[src/hw/asc_pkg.sv]
// What this block does
// - in master mode the block makes the bit clock; software sets its rate.
// - bit clock equals divider input clock over twice (bit clock divisor plus one).
// - master clock divisor zero passes the divider input clock straight out.
// - nonzero master clock divisor gives input clock over twice the divisor.
// - left zero-cross enable set lets a left zero-cross event interrupt.
// - right zero-cross enable set lets a right zero-cross event interrupt.
// - tx level enable set interrupts while tx word count is below tx threshold.
// - tx overflow enable set interrupts while the tx overflow flag is one.
// - tx underflow enable set interrupts while the tx underflow flag is one.
// - rx level enable set interrupts while rx word count reaches rx threshold.
// - enable bit 1 gates the rx overflow interrupt.
// - reading an empty rx fifo sets the rx underflow flag; bit 0 gates it.
package asc_pkg;

  // ----------------------------------------------------------------
  // register map
  // ----------------------------------------------------------------
  localparam int ASC_ADDR_W = 8;
  localparam logic [7:0] ASC_OFF_CLKDIV = 8'h04;
  localparam logic [7:0] ASC_OFF_IEN = 8'h08;
  localparam logic [7:0] ASC_OFF_STATUS = 8'h10;

  // ----------------------------------------------------------------
  // field layout and reset values
  // ----------------------------------------------------------------
  localparam int ASC_BCD_LSB = 8;
  localparam int ASC_BCD_W = 8;
  localparam int ASC_MCD_LSB = 0;
  localparam int ASC_MCD_W = 3;
  localparam int ASC_IEN_LZC = 12;
  localparam int ASC_IEN_RZC = 11;
  localparam int ASC_IEN_TXLVL = 10;
  localparam int ASC_IEN_TXOV = 9;
  localparam int ASC_IEN_TXUD = 8;
  localparam int ASC_IEN_RXLVL = 2;
  localparam int ASC_IEN_RXOV = 1;
  localparam int ASC_IEN_RXUD = 0;
  localparam logic [31:0] ASC_IEN_MASK = 32'h0000_1f07;
  localparam logic [31:0] ASC_IEN_RST = 32'h0000_0000;
  localparam logic [7:0] ASC_BCD_RST = 8'h00;
  localparam logic [2:0] ASC_MCD_RST = 3'h0;
  localparam int ASC_STAT_RXUD_CLR = 0;

  // ----------------------------------------------------------------
  // bus answers
  // ----------------------------------------------------------------
  localparam logic [1:0] ASC_RESP_OKAY = 2'h0;
  localparam logic [1:0] ASC_RESP_SLVERR = 2'h2;

endpackage

[src/hw/asc_div_if.sv]
`timescale 1ns/1ps
`default_nettype none
// divisor settings in, divided clocks out
interface asc_div_if;
  logic [7:0] bit_clock_divisor;
  logic [2:0] master_clock_divisor;
  logic master_mode;
  logic bclk;
  logic bclk_edge;
  logic mclk_div;
  modport ctl (
    output bit_clock_divisor,
    output master_clock_divisor,
    output master_mode,
    input bclk,
    input bclk_edge,
    input mclk_div
  );
  modport div (
    input bit_clock_divisor,
    input master_clock_divisor,
    input master_mode,
    output bclk,
    output bclk_edge,
    output mclk_div
  );
endinterface
`default_nettype wire

[src/hw/asc_top.sv]
// Chosen here: the AXI4-Lite slave port.
`timescale 1ns/1ps
`default_nettype none
module asc_top
  import asc_pkg::*;
#(
  parameter int LEVEL_W = 4,
  parameter int TH_W = 3
) (
  // clock and reset
  input wire logic aclk,
  input wire logic aresetn,
  // axi4-lite write address
  input wire logic [ASC_ADDR_W-1:0] s_axi_awaddr,
  input wire logic [2:0] s_axi_awprot,
  input wire logic s_axi_awvalid,
  output logic s_axi_awready,
  // axi4-lite write data
  input wire logic [31:0] s_axi_wdata,
  input wire logic [3:0] s_axi_wstrb,
  input wire logic s_axi_wvalid,
  output logic s_axi_wready,
  // axi4-lite write response
  output logic [1:0] s_axi_bresp,
  output logic s_axi_bvalid,
  input wire logic s_axi_bready,
  // axi4-lite read address
  input wire logic [ASC_ADDR_W-1:0] s_axi_araddr,
  input wire logic [2:0] s_axi_arprot,
  input wire logic s_axi_arvalid,
  output logic s_axi_arready,
  // axi4-lite read data
  output logic [31:0] s_axi_rdata,
  output logic [1:0] s_axi_rresp,
  output logic s_axi_rvalid,
  input wire logic s_axi_rready,
  // mode and levels from the controller
  input wire logic master_mode,
  input wire logic [LEVEL_W-1:0] tx_level,
  input wire logic [LEVEL_W-1:0] rx_level,
  input wire logic [TH_W-1:0] tx_level_threshold,
  input wire logic [TH_W-1:0] rx_level_threshold,
  // event flags from the controller
  input wire logic left_zero_cross_flag,
  input wire logic right_zero_cross_flag,
  input wire logic tx_overflow_flag,
  input wire logic tx_underflow_flag,
  input wire logic rx_overflow_flag,
  // receive fifo read by software
  input wire logic rx_fifo_read,
  input wire logic rx_fifo_empty,
  // results
  output logic rx_underflow_flag,
  output logic bit_clock,
  output logic bit_clock_edge,
  output logic master_clock,
  output logic irq
);

  // ----------------------------------------------------------------
  // registers and state
  // ----------------------------------------------------------------
  logic [ASC_BCD_W-1:0] bcd_ff;
  logic [ASC_MCD_W-1:0] mcd_ff;
  logic [31:0] ien_ff;
  logic rxud_ff;
  logic irq_ff;
  logic aw_got_ff;
  logic w_got_ff;
  logic [ASC_ADDR_W-1:0] awaddr_ff;
  logic [31:0] wdata_ff;
  logic [3:0] wstrb_ff;
  logic bvalid_ff;
  logic [1:0] bresp_ff;
  logic rvalid_ff;
  logic [31:0] rdata_ff;
  logic [1:0] rresp_ff;
  logic wr_fire;
  logic rd_fire;
  logic rxud_set;
  logic rxud_clr;
  logic [31:0] evt_vec;
  logic [31:0] nxt_ien;
  logic [31:0] nxt_clkdiv;
  logic [31:0] clkdiv_rd;

  asc_div_if dv_if ();

  // ----------------------------------------------------------------
  // helpers
  // ----------------------------------------------------------------
  // merge byte lanes chosen by the write strobes
  function automatic logic [31:0] lane_merge(input logic [31:0] old_v,
                                             input logic [31:0] new_v,
                                             input logic [3:0] strb);
    logic [31:0] res;
    res = old_v;
    for (int i = 0; i < 4; i++) begin
      if (strb[i]) begin
        res[i*8 +: 8] = new_v[i*8 +: 8];
      end
    end
    return res;
  endfunction

  // true for an offset that holds a register
  function automatic logic reg_hit(input logic [ASC_ADDR_W-1:0] a);
    return (a == ASC_OFF_CLKDIV) || (a == ASC_OFF_IEN) || (a == ASC_OFF_STATUS);
  endfunction

  // ----------------------------------------------------------------
  // write channels
  // ----------------------------------------------------------------
  // each channel accepted on its own, one write in flight
  assign s_axi_awready = !aw_got_ff && !bvalid_ff;
  assign s_axi_wready = !w_got_ff && !bvalid_ff;
  assign wr_fire = aw_got_ff && w_got_ff && !bvalid_ff;

  // capture write address
  always_ff @(posedge aclk) begin
    if (!aresetn) begin
      aw_got_ff <= 1'b0;
      awaddr_ff <= '0;
    end else if (s_axi_awvalid && s_axi_awready) begin
      aw_got_ff <= 1'b1;
      awaddr_ff <= s_axi_awaddr;
    end else if (wr_fire) begin
      aw_got_ff <= 1'b0;
    end
  end

  // capture write data
  always_ff @(posedge aclk) begin
    if (!aresetn) begin
      w_got_ff <= 1'b0;
      wdata_ff <= '0;
      wstrb_ff <= '0;
    end else if (s_axi_wvalid && s_axi_wready) begin
      w_got_ff <= 1'b1;
      wdata_ff <= s_axi_wdata;
      wstrb_ff <= s_axi_wstrb;
    end else if (wr_fire) begin
      w_got_ff <= 1'b0;
    end
  end

  // write response, slverr on an unmapped offset
  always_ff @(posedge aclk) begin
    if (!aresetn) begin
      bvalid_ff <= 1'b0;
      bresp_ff <= ASC_RESP_OKAY;
    end else if (wr_fire) begin
      bvalid_ff <= 1'b1;
      bresp_ff <= reg_hit(awaddr_ff) ? ASC_RESP_OKAY : ASC_RESP_SLVERR;
    end else if (s_axi_bready) begin
      bvalid_ff <= 1'b0;
    end
  end

  assign s_axi_bvalid = bvalid_ff;
  assign s_axi_bresp = bresp_ff;

  // ----------------------------------------------------------------
  // register file
  // ----------------------------------------------------------------
  assign clkdiv_rd = {16'h0000, bcd_ff, 5'h00, mcd_ff};
  assign nxt_clkdiv = lane_merge(clkdiv_rd, wdata_ff, wstrb_ff);
  assign nxt_ien = lane_merge(ien_ff, wdata_ff, wstrb_ff) & ASC_IEN_MASK;

  // clock divider register
  always_ff @(posedge aclk) begin
    if (!aresetn) begin
      bcd_ff <= ASC_BCD_RST;
      mcd_ff <= ASC_MCD_RST;
    end else if (wr_fire && awaddr_ff == ASC_OFF_CLKDIV) begin
      bcd_ff <= nxt_clkdiv[ASC_BCD_LSB +: ASC_BCD_W];
      mcd_ff <= nxt_clkdiv[ASC_MCD_LSB +: ASC_MCD_W];
    end
  end

  // interrupt enable register, reserved bits kept zero
  always_ff @(posedge aclk) begin
    if (!aresetn) begin
      ien_ff <= ASC_IEN_RST;
    end else if (wr_fire && awaddr_ff == ASC_OFF_IEN) begin
      ien_ff <= nxt_ien;
    end
  end

  // ----------------------------------------------------------------
  // receive underflow flag
  // ----------------------------------------------------------------
  assign rxud_set = rx_fifo_read && rx_fifo_empty;
  assign rxud_clr = wr_fire && awaddr_ff == ASC_OFF_STATUS &&
                    wstrb_ff[0] && wdata_ff[ASC_STAT_RXUD_CLR];

  // set on an empty read; a set in the clear cycle wins
  always_ff @(posedge aclk) begin
    if (!aresetn) begin
      rxud_ff <= 1'b0;
    end else if (rxud_set) begin
      rxud_ff <= 1'b1;
    end else if (rxud_clr) begin
      rxud_ff <= 1'b0;
    end
  end

  assign rx_underflow_flag = rxud_ff;

  // ----------------------------------------------------------------
  // interrupt gating
  // ----------------------------------------------------------------
  // events laid out at the positions of their enable bits
  always_comb begin
    evt_vec = '0;
    evt_vec[ASC_IEN_LZC] = left_zero_cross_flag;
    evt_vec[ASC_IEN_RZC] = right_zero_cross_flag;
    evt_vec[ASC_IEN_TXLVL] = tx_level < LEVEL_W'(tx_level_threshold);
    evt_vec[ASC_IEN_TXOV] = tx_overflow_flag;
    evt_vec[ASC_IEN_TXUD] = tx_underflow_flag;
    evt_vec[ASC_IEN_RXLVL] = rx_level >= LEVEL_W'(rx_level_threshold);
    evt_vec[ASC_IEN_RXOV] = rx_overflow_flag;
    evt_vec[ASC_IEN_RXUD] = rxud_ff;
  end

  // one registered line for all enabled events
  always_ff @(posedge aclk) begin
    if (!aresetn) begin
      irq_ff <= 1'b0;
    end else begin
      irq_ff <= |(evt_vec & ien_ff);
    end
  end

  assign irq = irq_ff;

  // ----------------------------------------------------------------
  // read channel
  // ----------------------------------------------------------------
  assign s_axi_arready = !rvalid_ff;
  assign rd_fire = s_axi_arvalid && s_axi_arready;

  // read data one cycle after the address is taken
  always_ff @(posedge aclk) begin
    if (!aresetn) begin
      rvalid_ff <= 1'b0;
      rdata_ff <= '0;
      rresp_ff <= ASC_RESP_OKAY;
    end else if (rd_fire) begin
      rvalid_ff <= 1'b1;
      rresp_ff <= reg_hit(s_axi_araddr) ? ASC_RESP_OKAY : ASC_RESP_SLVERR;
      unique case (s_axi_araddr)
        ASC_OFF_CLKDIV: rdata_ff <= clkdiv_rd;
        ASC_OFF_IEN: rdata_ff <= ien_ff;
        ASC_OFF_STATUS: rdata_ff <= evt_vec;
        default: rdata_ff <= '0;
      endcase
    end else if (s_axi_rready) begin
      rvalid_ff <= 1'b0;
    end
  end

  assign s_axi_rvalid = rvalid_ff;
  assign s_axi_rdata = rdata_ff;
  assign s_axi_rresp = rresp_ff;

  // ----------------------------------------------------------------
  // clock divider
  // ----------------------------------------------------------------
  assign dv_if.bit_clock_divisor = bcd_ff;
  assign dv_if.master_clock_divisor = mcd_ff;
  assign dv_if.master_mode = master_mode;

  asc_clk_div u_div (
    .aclk(aclk),
    .aresetn(aresetn),
    .dv(dv_if.div)
  );

  assign bit_clock = dv_if.bclk;
  assign bit_clock_edge = dv_if.bclk_edge;
  // divisor zero hands the input clock straight through
  assign master_clock = (mcd_ff == 3'h0) ? aclk : dv_if.mclk_div;

  // ----------------------------------------------------------------
  // checks
  // ----------------------------------------------------------------
  property p_lzc;
    @(posedge aclk) disable iff (!aresetn)
    (ien_ff[ASC_IEN_LZC] && left_zero_cross_flag) |=> irq;
  endproperty
  a_lzc: assert property (p_lzc) else $error("left zero cross did not interrupt");

  property p_rzc;
    @(posedge aclk) disable iff (!aresetn)
    (ien_ff[ASC_IEN_RZC] && right_zero_cross_flag) |=> irq;
  endproperty
  a_rzc: assert property (p_rzc) else $error("right zero cross did not interrupt");

  property p_txlvl;
    @(posedge aclk) disable iff (!aresetn)
    (ien_ff[ASC_IEN_TXLVL] && tx_level < LEVEL_W'(tx_level_threshold)) |=> irq;
  endproperty
  a_txlvl: assert property (p_txlvl) else $error("tx level did not interrupt");

  property p_txov;
    @(posedge aclk) disable iff (!aresetn)
    (ien_ff[ASC_IEN_TXOV] && tx_overflow_flag) |=> irq;
  endproperty
  a_txov: assert property (p_txov) else $error("tx overflow did not interrupt");

  property p_txud;
    @(posedge aclk) disable iff (!aresetn)
    (ien_ff[ASC_IEN_TXUD] && tx_underflow_flag) |=> irq;
  endproperty
  a_txud: assert property (p_txud) else $error("tx underflow did not interrupt");

  property p_rxlvl;
    @(posedge aclk) disable iff (!aresetn)
    (ien_ff[ASC_IEN_RXLVL] && rx_level >= LEVEL_W'(rx_level_threshold)) |=> irq;
  endproperty
  a_rxlvl: assert property (p_rxlvl) else $error("rx level did not interrupt");

  property p_rxov;
    @(posedge aclk) disable iff (!aresetn)
    (ien_ff[ASC_IEN_RXOV] && rx_overflow_flag) |=> irq;
  endproperty
  a_rxov: assert property (p_rxov) else $error("rx overflow did not interrupt");

  property p_rxud;
    @(posedge aclk) disable iff (!aresetn)
    (rx_fifo_read && rx_fifo_empty) |=> rx_underflow_flag ##1
    (!$past(ien_ff[ASC_IEN_RXUD]) || irq);
  endproperty
  a_rxud: assert property (p_rxud) else $error("empty read lost underflow");

  property p_quiet;
    @(posedge aclk) disable iff (!aresetn)
    (ien_ff == 32'h0) ##1 (ien_ff == 32'h0) |-> !irq;
  endproperty
  a_quiet: assert property (p_quiet) else $error("interrupt with all enables off");

  property p_ien_rsvd;
    @(posedge aclk) disable iff (!aresetn)
    (ien_ff & ~ASC_IEN_MASK) == 32'h0;
  endproperty
  a_ien_rsvd: assert property (p_ien_rsvd) else $error("reserved enable bit set");

  property p_wr_resp;
    @(posedge aclk) disable iff (!aresetn)
    wr_fire |=> s_axi_bvalid && !s_axi_awready && !s_axi_wready;
  endproperty
  a_wr_resp: assert property (p_wr_resp) else $error("write response missing");

endmodule
`default_nettype wire

[src/hw/asc_clk_div.sv]
`timescale 1ns/1ps
`default_nettype none
module asc_clk_div
  import asc_pkg::*;
(
  // clock and reset
  input wire logic aclk,
  input wire logic aresetn,
  // settings and divided clocks
  asc_div_if.div dv
);

  logic [ASC_BCD_W-1:0] bcnt_ff;
  logic bclk_ff;
  logic bedge_ff;
  logic [ASC_MCD_W-1:0] mcnt_ff;
  logic mclk_ff;
  logic bwrap;
  logic mwrap;

  // half period ends; >= copes with a divisor lowered mid count
  assign bwrap = (bcnt_ff >= dv.bit_clock_divisor);
  assign mwrap = (mcnt_ff >= ASC_MCD_W'(dv.master_clock_divisor - 3'h1));

  // bit clock: half period of divisor+1 cycles, idle low in slave mode
  always_ff @(posedge aclk) begin
    if (!aresetn || !dv.master_mode) begin
      bcnt_ff <= '0;
      bclk_ff <= 1'b0;
      bedge_ff <= 1'b0;
    end else if (bwrap) begin
      bcnt_ff <= '0;
      bclk_ff <= ~bclk_ff;
      bedge_ff <= 1'b1;
    end else begin
      bcnt_ff <= ASC_BCD_W'(bcnt_ff + 1'b1);
      bedge_ff <= 1'b0;
    end
  end

  // master clock: half period of divisor cycles, held low at divisor zero
  always_ff @(posedge aclk) begin
    if (!aresetn || dv.master_clock_divisor == 3'h0) begin
      mcnt_ff <= '0;
      mclk_ff <= 1'b0;
    end else if (mwrap) begin
      mcnt_ff <= '0;
      mclk_ff <= ~mclk_ff;
    end else begin
      mcnt_ff <= ASC_MCD_W'(mcnt_ff + 1'b1);
    end
  end

  assign dv.bclk = bclk_ff;
  assign dv.bclk_edge = bedge_ff;
  assign dv.mclk_div = mclk_ff;

  // ----------------------------------------------------------------
  // checks
  // ----------------------------------------------------------------
  property p_bclk_toggle;
    @(posedge aclk) disable iff (!aresetn)
    (dv.master_mode && bcnt_ff == dv.bit_clock_divisor) ##1 dv.master_mode
    |-> $changed(bclk_ff) && bedge_ff;
  endproperty
  a_bclk_toggle: assert property (p_bclk_toggle) else $error("bit clock missed toggle");

  property p_bclk_hold;
    @(posedge aclk) disable iff (!aresetn)
    (dv.master_mode && bcnt_ff < dv.bit_clock_divisor) ##1 dv.master_mode
    |-> $stable(bclk_ff) && !bedge_ff;
  endproperty
  a_bclk_hold: assert property (p_bclk_hold) else $error("bit clock toggled early");

  property p_bclk_slave;
    @(posedge aclk) disable iff (!aresetn)
    !dv.master_mode |=> !bclk_ff && !bedge_ff;
  endproperty
  a_bclk_slave: assert property (p_bclk_slave) else $error("bit clock ran in slave mode");

  property p_mclk_zero;
    @(posedge aclk) disable iff (!aresetn)
    dv.master_clock_divisor == 3'h0 |=> !mclk_ff;
  endproperty
  a_mclk_zero: assert property (p_mclk_zero) else $error("divided master clock not idle");

  property p_mclk_toggle;
    @(posedge aclk) disable iff (!aresetn)
    (dv.master_clock_divisor != 3'h0 && mcnt_ff == dv.master_clock_divisor - 3'h1)
    ##1 $stable(dv.master_clock_divisor) |-> $changed(mclk_ff);
  endproperty
  a_mclk_toggle: assert property (p_mclk_toggle) else $error("master clock missed toggle");

endmodule
`default_nettype wire

[config.mk]
export PLATFORM = sky130hd
export DESIGN_NAME = asc_top
export DESIGN_NICKNAME = d
export VERILOG_FILES = /design/src/hw/asc_pkg.sv /design/src/hw/asc_div_if.sv /design/src/hw/asc_top.sv /design/src/hw/asc_clk_div.sv
export SDC_FILE = /design/constraint.sdc
export NUM_CORES = 1
export LEC_CHECK = 0
export ABC_AREA = 0
export BUFFER_PORTS_ARGS = -buffer_cell sky130_fd_sc_hd__buf_2
export CORE_MARGIN = 2
export CORE_UTILIZATION = 31
export CTS_CLUSTER_SIZE = 16
export DETAILED_ROUTE_END_ITERATION = 16
export SYNTH_ARGS = -nofsm -noshare
export SYNTH_HDL_FRONTEND = slang
export SYNTH_SLANG_ARGS = --single-unit
[constraint.sdc]
create_clock -name aclk -period 1.8 [get_ports aclk]
set_input_delay 0.18 -clock aclk [delete_from_list [all_inputs] [get_ports aclk]]
set_output_delay 0.18 -clock aclk [all_outputs]
set_load 0.02 [all_outputs]
### Word level (Yosys, flattened, before mapping)

Index checks and enable logic that the tools add are counted.

| storage, ports and cells | value |
|---|---|
| output and inout bits | 46 |
| bits of input ports | 87 |
| bits in registers | 101 |

| operators by class | value |
|---|---|
| reduce and logical (&&, ||, !) cells | 38 |
| multiplexer cells | 14 |
| bitwise logic cells | 3 |
| add/sub/neg operators | 3 |
| equality and inequality tests | 6 |
| $lt $le $gt $ge | 4 |

Operators with widths:

| operator | count |
|---|---|
| $pmux W16 S3 | 1 |
| $reduce_or A32 Y1 | 1 |
| $eq A8 B3 Y1 const B | 2 |
| $eq A8 B4 Y1 const B | 2 |
| $eq A8 B5 Y1 const B | 2 |
| $and A13 B13 Y13 | 1 |
| $logic_and A1 B1 Y1 | 13 |
| $mux W1 | 11 |
| $reduce_bool A2 Y1 | 5 |
| $add A8 B1 Y8 const B | 1 |
| $ge A8 B8 Y1 | 1 |
| $reduce_and A2 Y1 | 4 |
| $logic_not A1 Y1 | 6 |
| $logic_or A1 B1 Y1 | 6 |
| $ge A4 B3 Y1 | 1 |
| $lt A4 B3 Y1 | 1 |
| $mux W2 | 2 |
| $reduce_or A2 Y1 | 2 |
| $add A3 B1 Y3 const B | 1 |
| $ge A3 B3 Y1 | 1 |
| $logic_not A3 Y1 | 1 |
| $sub A3 B1 Y3 const B | 1 |
| $not A1 Y1 | 2 |

### Longest topological paths before layout

Gate-level depths: netlist of the first run.

| logic depth | value |
|---|---|
| word-level depth | 7 |
| mapped depth | 6 |
| mapped depth without buffers | 6 |

### By module

A second synthesis of the first run with hierarchy kept.

| unflattened totals | value |
|---|---|
| cell total of the unflattened synthesis | 425 |
| area total of the unflattened synthesis | 3,691.0 um^2 |

By module, submodules not included:

| module | area each (um^2) | cells each | times used | seq. area each (um^2) |
|---|---|---|---|---|
| asc_top | 2,874.0 | 332 | 1 | 1,181.1 |
| asc_clk_div | 817.0 | 93 | 1 | 280.3 |

==> results of run 1 <==
==> cells in the final DEF (no fill, tap or decap), drive strengths merged, types with 9 or more instances in the layout <==
cell	n
buf	100
nand2	84
dfxtp	73
inv	26
a21boi	25
conb	23
dlygate4sd3	23
mux2i	20
ha	20
a22oi	14
nor2b	12
clkbuf	12
nor3	11
nand3	9
==> worst reg2reg max path: cells and delay by family, from the launching register on <==
| family | cells | cell delay [ps] |
|---|---|---|
| buf+inv | 2 | 180 |
| flops | 1 | 330 |
| fa+ha+maj | 1 | 210 |
| simple gates | 1 | 520 |
| compound gates | 3 | 370 |
==> cell type report <==
class / count / area share, %
Sequential cell: 73 / 29.1
Tap cell: 147 / 3.65
Multi-Input combinational cell: 314 / 42.4
Inverter: 22 / 1.64
Clock inverter: 7 / 1.22
Timing Repair Buffer: 122 / 15.7
Clock buffer: 13 / 6.19
==> logic make-up (layout without fill, tap and decap cells) <==
logic type      count (synthesis)  in the layout
simple gates                  158            158
compound gates                 82             82
flops                          73             73
buf+inv                        58            164
mux                            21             21
fa+ha+maj                      20             20
xor+xnor                       10             10
other cells                     1             23
==> per-stage QoR <==
stage | setup WS, ps | utilization (%) | total power [uW] | std cells | TNS, ps
2_1_floorplan | 137 | - | 2050 | 445 | 0
3_3_place_gp | 36.9 | 36.3 | 2160 | 652 | 0
3_5_place_dp | -19.5 | 36.3 | 2170 | 652 | -35.6
4_1_cts | 8.24 | 41.5 | 4310 | 696 | 0
5_1_grt | -31.6 | 42.3 | 4440 | 698 | -204
6_report | 63.2 | 42.3 | 4250 | 698 | 0
==> sequential cells by signal (all words and copies together), names as in the netlist, 2 cells and up <==
name                        flops
u_div.bcnt_ff                   8
u_div.mcnt_ff                   3
dv_if.master_clock_divisor      3
awaddr_ff                       8
ien_ff                          8
bcd_ff                          8
wdata_ff                       11
wstrb_ff                        2
s_axi_rdata                    11
==> report_power, final <==
group / total, uW / switching (uW) / internal, uW
clock network: 2140 / 824 / 1310
logic: 408 / 236 / 172
registers: 1700 / 37.7 / 1660
total: 4250 / 1100 / 3150
==> worst max-delay path by stage <==
stage / startpoint / end / slack, ps / depth (start not counted)
2_1_floorplan: bcd_ff[1]$_SDFFE_PN0P_ / u_div.bcnt_ff[1]$_SDFF_PP0_ / 140 / 6
3_3_place_gp: bcd_ff[1]$_SDFFE_PN0P_ / u_div.bcnt_ff[1]$_SDFF_PP0_ / 40 / 6
3_5_place_dp: bcd_ff[1]$_SDFFE_PN0P_ / u_div.bcnt_ff[7]$_SDFF_PP0_ / -20 / 6
4_1_cts: awaddr_ff[0]$_SDFFE_PN0P_ / ien_ff[11]$_SDFFE_PN0P_ / 8 / 4
5_1_grt: awaddr_ff[0]$_SDFFE_PN0P_ / ien_ff[10]$_SDFFE_PN0P_ / -30 / 4
6_report: bcd_ff[1]$_SDFFE_PN0P_ / u_div.dv.bclk_edge$_SDFF_PP0_ / 60 / 7
==> synthesized netlist by cell type (4+ instances only) <==
cell | n | area [um^2]
ha_1 | 20 | 250
mux2i_1 | 20 | 200
nand2_1 | 84 | 315
a21boi_0 | 25 | 188
a22o_1 | 8 | 70.1
inv_1 | 22 | 82.6
nor2_1 | 7 | 26.3
a22oi_1 | 14 | 105
buf_4 | 23 | 173
o2bb2ai_1 | 8 | 70.1
and3_1 | 4 | 25.0
dfxtp_1 | 73 | 1460
o21ai_0 | 7 | 35.0
xor2_1 | 5 | 43.8
xnor2_1 | 5 | 43.8
nand3_1 | 9 | 45.0
clkbuf_1 | 10 | 37.5
nor3_1 | 10 | 50.1
a21oi_1 | 4 | 20.0
nand2b_1 | 5 | 31.3
nor2b_1 | 12 | 75.1
==> layer usage <==
layer	part of all wire (%)	wire length [um]	vias to the layer above	GRT usage, %
met5	0	0	-	0
met4	1.4	121	0	7.89
met3	6.1	534	5	4.50
met2	45	3930	100	21.5
met1	48	4160	1486	16.8
li1	-	-	1682	-
==> repair_timing <==
item / in CTS / in global routing
setup buffers: 2 / 2
setup endpoints to repair: 7 / 23
hold buffers: 23 / 0
hold endpoints to repair: 21 / 0
pin swaps: 0 / 9
gates resized for setup: 8 / 17
==> flow_results.org, run 1 <==
** Status
- The run finished with clean final reports.

** Final layout
- Summing all non-filler instances in the final layout gives an area of 5030 um^2.
- The post-route netlist has 26.3% of its cells at a drive strength greater than 1.
- Number of filler instances in the final layout :: 1,193
- Layout net count :: 653
- Post-synthesis to final-layout area growth :: 34.1%
- Seq. cell area :: 1470 um^2
- 0 antenna diodes ended up in the layout.
- Area occupied by multi-input gates :: 2140 um^2

** Worst setup path
- STA classifies the critical path startpoint as a register.
- CP endpoint kind :: register
- Data on the critical path is required at its endpoint by 2120 ps.
- Setup slack on the worst reg-to-reg path comes out at 60 ps.
- Critical path buffers and inverters :: 2
- In this run the critical register-to-register path is launched from bcd_ff[1]$_SDFFE_PN0P_.
- The largest single stage delay on the critical path is 520 ps.
- The worst register-to-register path ends at u_div.dv.bclk_edge$_SDFF_PP0_.
- The critical path in this run is classified as register to register.
- Critical path's top delay family :: simple AND/OR/NAND/NOR gates
- Crit path DAT :: 2060 ps
- Walking the worst path, the cells encountered are inv_1 > ha_1 > or4_4 > a21o_1 > buf_4 > o211ai_1 > a21oi_1.
- Counting cells, the worst reg-to-reg path comes to 7.
- On the critical path, the stage with the largest delay is an instance of or4_4.
- In this run the worst path has a maximum fanout of 3.

** Routing
- Summed over all layers, the routed wires come to 8750 um.
- Initial DRC Count :: 109
- Avg WL per Cell :: 12.5 um
- Number of DRC violations after detailed routing :: 0
- Dividing the detail-routed via count by the number of cells gives 4.69.
- Number of detailed-route iterations in the first pass :: 4
- Antenna Nets Post-Route :: 0
- Summing over every cut layer, the via total after detailed routing is 3,273.

** Clock tree
- Clock latency on the worst-skew pair, taken at its later pin, is 450 ps.
- Clock transition at path regs :: 60 ps
- TritonCTS built the clock tree.

** Run
- Max-cap violations in this run came to 0.

** Timing
- The smallest clock period supported by the final layout is computed as 1740 ps.
- For the pin with the worst max-slew slack, the measured transition is 526 ps.
- The number of slew-limit violations in the final report is 0.
- Number of setup violations in the final report :: 0
- On the final layout, the worst hold slack is 20.9 ps.
- Setup repair after global routing could not meet its margin everywhere.
- Derived from the worst setup path, the maximum achievable clock frequency is 0.576 GHz.
- Period Utilization, post-route :: 96.5%
- Number of hold-slack violations in the final timing report :: 0
- The clock arrives with 9.88 ps of skew.
- The worst pin sits at a relative slew slack of 64.9%.

** Logic synthesis
- The mapped netlist covers 3750 um^2.
- Synth Area in Adders :: 6.66%
- The portion of synthesized area spent on multiplexers is 5.63%.
- The synthesized netlist devotes 21.4% of its cell area to simple gates.
- Post-synth EDFFs :: 0
- Unique cell type count in the Yosys netlist :: 49
- After synthesis, the share of flip-flops with an asynchronous set or reset is 0%.
- Among all flip-flop cells after synthesis, the most frequent one is dfxtp_1.
- The synthesized design contains 73 register bits.
- Synthesis produced 423 cells.
- Synthesized area divided by synthesized cell count :: 8.88 um^2
- Share of the synthesized netlist area taken by xor and xnor gates :: 2.33%
- After synthesis, the largest family of logic cells by area is simple AND/OR/NAND/NOR gates.
- After synthesis, flip-flops and latches occupy 38.9% of the total area.
- Synth warn :: 0
- Summing the areas of all compound-gate instances in the mapped netlist gives 16.5% of the synthesized area.

** Power
- Across the VDD grid, the largest voltage drop is 0.000454 V.
- Leak :: 0.00218 uW
- In this run the power density over the cells is 843 nW/um^2.

** Die
- Measured along the y axis, the die boundary spans 114 um.
- Starting utilization of the core area :: 31.5%
- Row count :: 40
- 133 I/O pins were placed.
- The floorplan step defined a die boundary enclosing 13,000 um^2.
- Core outline area :: 11,900 um^2
- Die width :: 114 um

** Global routing
- The number of global-route vias before repair came to 3,211.
- The initial antenna violation count is 0.
- Total track usage :: 13.8%
- First-pass GRT wire length :: 14,100 um
- Aggregate global routing overflow :: 0
- Maximum number of pins on one net before global-route repair :: 58

** Worst hold path
- The worst hold path terminates at awaddr_ff[4]$_SDFFE_PN0P_.
- The tightest min-delay check is of the input port to register type.
- The worst hold path begins at s_axi_awaddr[4].
- Along the worst hold path, the cell count comes to 3.

** Placed design
- Gpl congestion :: 0.805
- Summed over all nets, the half-perimeter wirelength after detailed placement is 6700 um.
- Placed Area :: 4320 um^2
- During placement, the flow inserted port buffers numbering 80.
Note: power is estimated with default switching activity, not from simulation.
==> inputs of run 2 (changes only) <==
CELL_PAD_IN_SITES_DETAIL_PLACEMENT = 0   (was default)
CELL_PAD_IN_SITES_GLOBAL_PLACEMENT = 1   (was default)
CTS_CLUSTER_SIZE = 25   (was 16)
PLACE_DENSITY_LB_ADDON = 0.1   (was default)
==> flow_results.org, run 2 (synthesis gave the netlist of run 1 again) <==
** Routing
- Antenna Nets Post-Route :: 0
- The detailed router finished its first iteration with 168 violations.
- Number of detailed-route iterations in the first pass :: 4
- After detailed routing, the total wire length is 9140 um.
- Mean number of vias per cell :: 4.62
- After detailed routing, the number of remaining DRC violations is 0.
- Routed vias :: 3,231
- After detailed routing, the average wire length per cell comes to 13.1 um.

** Run
- Max cap viols :: 0

** Placed design
- Worst slack, placed :: -27.0 ps
- The congestion estimate from routability-driven global placement came to 0.710.
- During placement, the flow inserted port buffers numbering 80.
- Number of instances in the placed design :: 656
- Once detailed placement completed, the half-perimeter wirelength came to 6790 um.

** Die
- The die is 114 um wide.
- During I/O placement, the number of pins put on the boundary was 133.
- The core region is 11,900 um^2.
- The floorplan step defined a die boundary enclosing 13,000 um^2.
- The initialized floorplan defines 40 standard-cell rows.
- Measured along the y axis, the die boundary spans 114 um.
- Starting utilization of the core area :: 31.5%

** Timing
- The number of slew-limit violations in the final report came to 0.
- The smallest clock period supported by the final layout is computed as 1730 ps.
- Setup violations remaining at the end of the flow were counted as 0.
- Worst slew margin relative to its limit :: 64.8%
- Fmax :: 0.577 GHz
- Setup repair after global routing could not meet its margin everywhere.
- Hold is met by 4.18 ps.
- Adding up every negative setup slack in the final design gives 0 ps.
- The final count of hold timing violations came to 0.
- Worst-Margin Slew :: 527 ps
- After layout, the worst setup slack is 65.8 ps.
- The worst path uses 96.3% of the clock period.
- Worst Skew :: 5.86 ps

** Final layout
- Area occupied by multi-input gates :: 2120 um^2
- Compared with the post-synthesis result, the final layout area differs by 34.1%.
- Most common cell after layout, fill and taps aside :: nand2_1
- Of the cells placed in the final design, the portion with a size suffix greater than 1 is 26.2%.
- Layout net count :: 655
- The library cells used most frequently in the layout, excluding fill and tap cells, are nand2_1, buf_2, dfxtp_1.
- After filler insertion, the fill cell instance count of the layout stands at 1,206.
- Seq. cell area :: 1470 um^2
- Non-filler instance count after layout :: 700
- Count of antenna diodes in the layout :: 0

** Worst setup path
- Top fanout value on the critical path :: 8
- Worst path required time :: 2160 ps
- The critical path is of the register to register type.
- CP endpoint kind :: register
- Crit path DAT :: 2100 ps
- Cell depth of the worst flop-to-flop path :: 6
- The worst setup path is launched from a register.

** Global routing
- The number of global-route vias before repair is 3,198.
- Global routing finished with a remaining overflow of 0.
- For this run, the total global-route usage over all layers was measured as 15.0%.
- met2 is the most crowded layer.
- The initial antenna violation count was 0.
- Met3 track utilization from global routing :: 4.98%
- Global routing used 19.1% of the available met1 tracks.
- Global routing consumed, on the met2 layer, 23.5% of the routing resources.
- The first global-routing pass estimated 15,200 um of wire.
- Entering global routing, the biggest net connects 58 pins.

** Clock tree
- TritonCTS clock tree :: done
- Clock transition at path regs :: 60 ps
- The later pin in the worst-skew pair is clocked with a latency of 440 ps.

** Power
- The analysis attributes to cell leakage a power of 0.00219 uW.
- Power comes to 4330 uW.
- Power spread over the standard cell area amounts to 861 nW/um^2.
- VDD sags by at most 0.000550 V.

** Worst hold path
- Cells on Worst Hold Path :: 3
- Type of the worst min-delay path :: input port to register

** Status
- Result of the run :: completed
==> run 2: cell count changes in the layout (fill, tap and decap cells not counted), sizes merged <==
cell         previous run  this run
clkbuf                 12        14
dlygate4sd3            23        21
clkinvlp                1         2
buf                   100       104
inv                    26        22
bufinv                  0         1
==> run 2: what timing repair did <==
| action | 4_1_cts | 5_1_grt |
|---|---|---|
| buffers inserted | 1 | 3 |
| resized for setup | 3 | 19 |
| endpoints found under the setup margin | 2 | 17 |
| endpoints found under the hold margin | 19 | 0 |
| hold buffers | 21 | 0 |
| pin swaps | 0 | 2 |
==> run 2: power breakdown <==
group          switching, uW  internal, uW  total [uW]
logic                    239           169         408
registers               35.7          1660        1700
clock network            768          1460        2230
==> run 2: cell type report <==
class / count / area share, %
sequential: 73 / 29.1
clock inverter: 5 / 1.09
tap: 147 / 3.65
clock buffer: 15 / 6.54
multi-input combinational: 314 / 42.0
inverter: 22 / 1.64
timing repair buffer: 124 / 15.9
==> run 2: worst max-delay path, cell delays in order (launching register included) <==
cell and delay [ps]:
dfxtp_1 330, inv_1 50, ha_2 270, or3_1 380
o211a_1 170, o211a_4 290, nor3_1 180
==> run 2: metal layers <==
metal	part of all wire (%)	vias up
li1	-	1682
met1	48	1463
met2	46	76
met3	5.0	10
met4	0.91	0
met5	0	-
==> run 2: final timing paths <==
path / end / from / slack (ps)
max: u_div.bcnt_ff[4]$_SDFF_PP0_ / bcd_ff[2]$_SDFFE_PN0P_ / 70
min: awaddr_ff[3]$_SDFFE_PN0P_ / s_axi_awaddr[3] / 4
max reg2reg: u_div.bcnt_ff[4]$_SDFF_PP0_ / bcd_ff[2]$_SDFFE_PN0P_ / 70
min reg2reg: wdata_ff[1]$_SDFFE_PN0P_ / wdata_ff[1]$_SDFFE_PN0P_ / 460
==> run 2: through the flow <==
stage / utilization, % / area, um^2
floorplan: - / 3840
global placement: 36.5 / 4350
detailed placement: 36.5 / 4350
CTS: 41.5 / 4940
global route: 42.3 / 5030
finish: 42.3 / 5030
==> inputs of run 3 (changes only) <==
CORE_ASPECT_RATIO = 1.1   (was default)
SLEW_MARGIN = 30   (was default)
==> flow_results.org, run 3 (synthesis gave the netlist of run 1 again) <==
** Die
- Row count :: 42
- Core outline area :: 11,900 um^2
- 133 I/O pins were placed.
- The die is 119 um tall.
- Starting utilization of the core area :: 31.5%
- Die width :: 109 um
- Area enclosed by the die boundary :: 13,000 um^2

** Placed design
- At the placement stage, the worst setup path has a slack of -2.95 ps.
- Number of instances in the placed design :: 664
- The congestion estimate from routability-driven global placement came to 0.793.
- Placed Area :: 4350 um^2
- Input and output buffers added on the ports amount to 80.
- Final HPWL DP :: 6860 um

** Final layout
- Non-filler instance count after layout :: 707
- The finished cells cover 5070 um^2.
- Summing all flip-flop and latch instances after layout gives 1470 um^2.
- Number of filler instances in the final layout :: 1,210
- Compared with the post-synthesis result, the final layout area differs by 35.0%.
- The library cells used most frequently in the layout, excluding fill and tap cells, are nand2_1, buf_2, dfxtp_1.
- The number of antenna diodes in the final layout is 0.
- The library cell used most frequently in the layout, excluding fill and tap cells, is nand2_1.
- Layout net count :: 656
- Area occupied by multi-input gates :: 2130 um^2
- Fraction of final layout cells with drive strength greater than 1 :: 26.6%

** Power
- Summed over all cells, the static leakage comes to 0.00221 uW.
- Total power density per cell area :: 870 nW/um^2
- VDD sags by at most 0.000417 V.
- Power comes to 4410 uW.

** Timing
- Setup repair after global routing could not meet its margin everywhere.
- Hold_ws :: 11.2 ps
- Setup violations remaining at the end of the flow were counted as 0.
- Number of hold-slack violations in the final timing report :: 0
- The worst path uses 98.0% of the clock period.
- At the pin with the least slew margin, the transition time is 545 ps.
- Slack of the critical path :: 36.0 ps
- Static timing analysis puts the maximum clock frequency at 0.567 GHz.
- Post-route minimum period :: 1760 ps
- The worst pin sits at a relative slew slack of 63.6%.
- Final count of pins violating max slew :: 0
- On the final layout, the worst clock skew is 5.77 ps.

** Routing
- Routed vias :: 3,244
- The first TritonRoute pass finished after 4 iterations.
- The count of nets left with antenna violations once routing finished came out at 0.
- Mean number of vias per cell :: 4.59
- For this block, the initial DRC count from the detailed router was 120.
- Avg WL per Cell :: 12.9 um
- Wires add up to 9120 um.
- Number of DRC violations after detailed routing :: 0

** Worst hold path
- For hold timing, the worst endpoint is wdata_ff[2]$_SDFFE_PN0P_.
- Cells on Worst Hold Path :: 3
- The min-delay analysis places its worst path in the category input port to register.
- Hold Path Origin :: s_axi_wdata[2]

** Worst setup path
- Worst path required time :: 1620 ps
- CP endpoint kind :: output pin
- Kind of critical path :: register to output pin
- Capture point of the worst reg-to-reg path :: ien_ff[9]$_SDFFE_PN0P_
- Cell depth of the worst flop-to-flop path :: 5
- The worst setup path is launched from a register.
- Setup slack of the worst register-to-register path :: 60 ps
- Traced cell by cell, the critical path runs through inv_2 > ha_1 > nand2b_1 > mux2_4 > buf_6.
- On the worst path, the slowest cell contributes a delay of 330 ps.
- Crit path DAT :: 1580 ps
- In this run the worst path has a maximum fanout of 3.
- Start of the worst register-to-register path :: awaddr_ff[0]$_SDFFE_PN0P_
- The slowest stage of the critical path belongs to the cell dfxtp_2.

** Global routing
- The initial antenna violation count is 0.
- For this run, the total global-route usage over all layers was measured as 14.6%.
- First-pass GRT wire length :: 14,500 um
- Global routing finished with a remaining overflow of 0.
- Number of global-route vias before repair :: 3,075
- Maximum number of pins on one net before global-route repair :: 47

** Clock tree
- Clock latency reported for the late side of the worst-skew pair :: 450 ps
- TritonCTS clock tree :: done
- Clock transition at path regs :: 60 ps

** Status
- Result of the run :: completed

** Run
- The tool flagged a number of max-cap violations equal to 0.
## run 3: how the worst max path moves through the flow
| stage | depth (start not counted) | endpoint | slack [ps] | start |
|---|---|---|---|---|
| detailed placement | 6 | u_div.bcnt_ff[1]$_SDFF_PP0_ | -3 | bcd_ff[1]$_SDFFE_PN0P_ |
| finish | 5 | master_clock | 40 | dv_if.master_clock_divisor[0]$_SDFFE_PN0P_ |
| CTS | 5 | master_clock | 6 | dv_if.master_clock_divisor[1]$_SDFFE_PN0P_ |
| global route | 5 | ien_ff[8]$_SDFFE_PN0P_ | -30 | awaddr_ff[0]$_SDFFE_PN0P_ |
| floorplan | 6 | u_div.bcnt_ff[1]$_SDFF_PP0_ | 140 | bcd_ff[1]$_SDFFE_PN0P_ |
| global placement | 6 | u_div.bcnt_ff[1]$_SDFF_PP0_ | 40 | bcd_ff[1]$_SDFFE_PN0P_ |
## run 3: area by class of cell
type | instances | area share [%]
clock buffers | 17 | 7.23
clock inverters | 2 | 0.691
inverters | 22 | 1.63
multi-input cells | 314 | 42.0
flip-flops and latches | 73 | 29.0
well taps | 154 | 3.80
repair buffers | 125 | 15.7
## run 3: metrics by stage
stage / utilization, % / setup TNS, ps
2_1_floorplan: - / 0
3_3_place_gp: 36.5 / 0
3_5_place_dp: 36.5 / -4.61
4_1_cts: 41.7 / 0
5_1_grt: 42.5 / -96.5
6_report: 42.5 / 0
## run 3: per-layer routing
metal  part of all wire [%]  vias to the layer above  track usage [%]
met5                      0                        -                0
met4                    1.9                        0             8.81
met3                    5.9                       12             3.39
met2                     42                      107             20.6
met1                     51                     1441             20.0
li1                       -                     1684                -
## run 3: what timing repair did
action | in CTS | in global routing
hold endpoints to repair | 19 | 0
buffers inserted | 1 | 3
hold buffers | 21 | 0
pin swaps | 0 | 2
cloned | 0 | 0
setup endpoints to repair | 8 | 17
resized for setup | 8 | 17
## run 3: critical path: cells and delay by family, from the launching register on
kind | cells | cell delay [ps]
and+or+nand+nor | 1 | 130
buffers and inverters | 2 | 180
adders and majority gates | 1 | 180
muxes | 1 | 320
DFF | 1 | 330
## run 3: power breakdown
part / total [uW] / switching [uW] / internal, uW
Combinational: 399 / 234 / 164
Clock: 2310 / 748 / 1570
Sequential: 1700 / 37.3 / 1660
Total: 4410 / 1020 / 3390
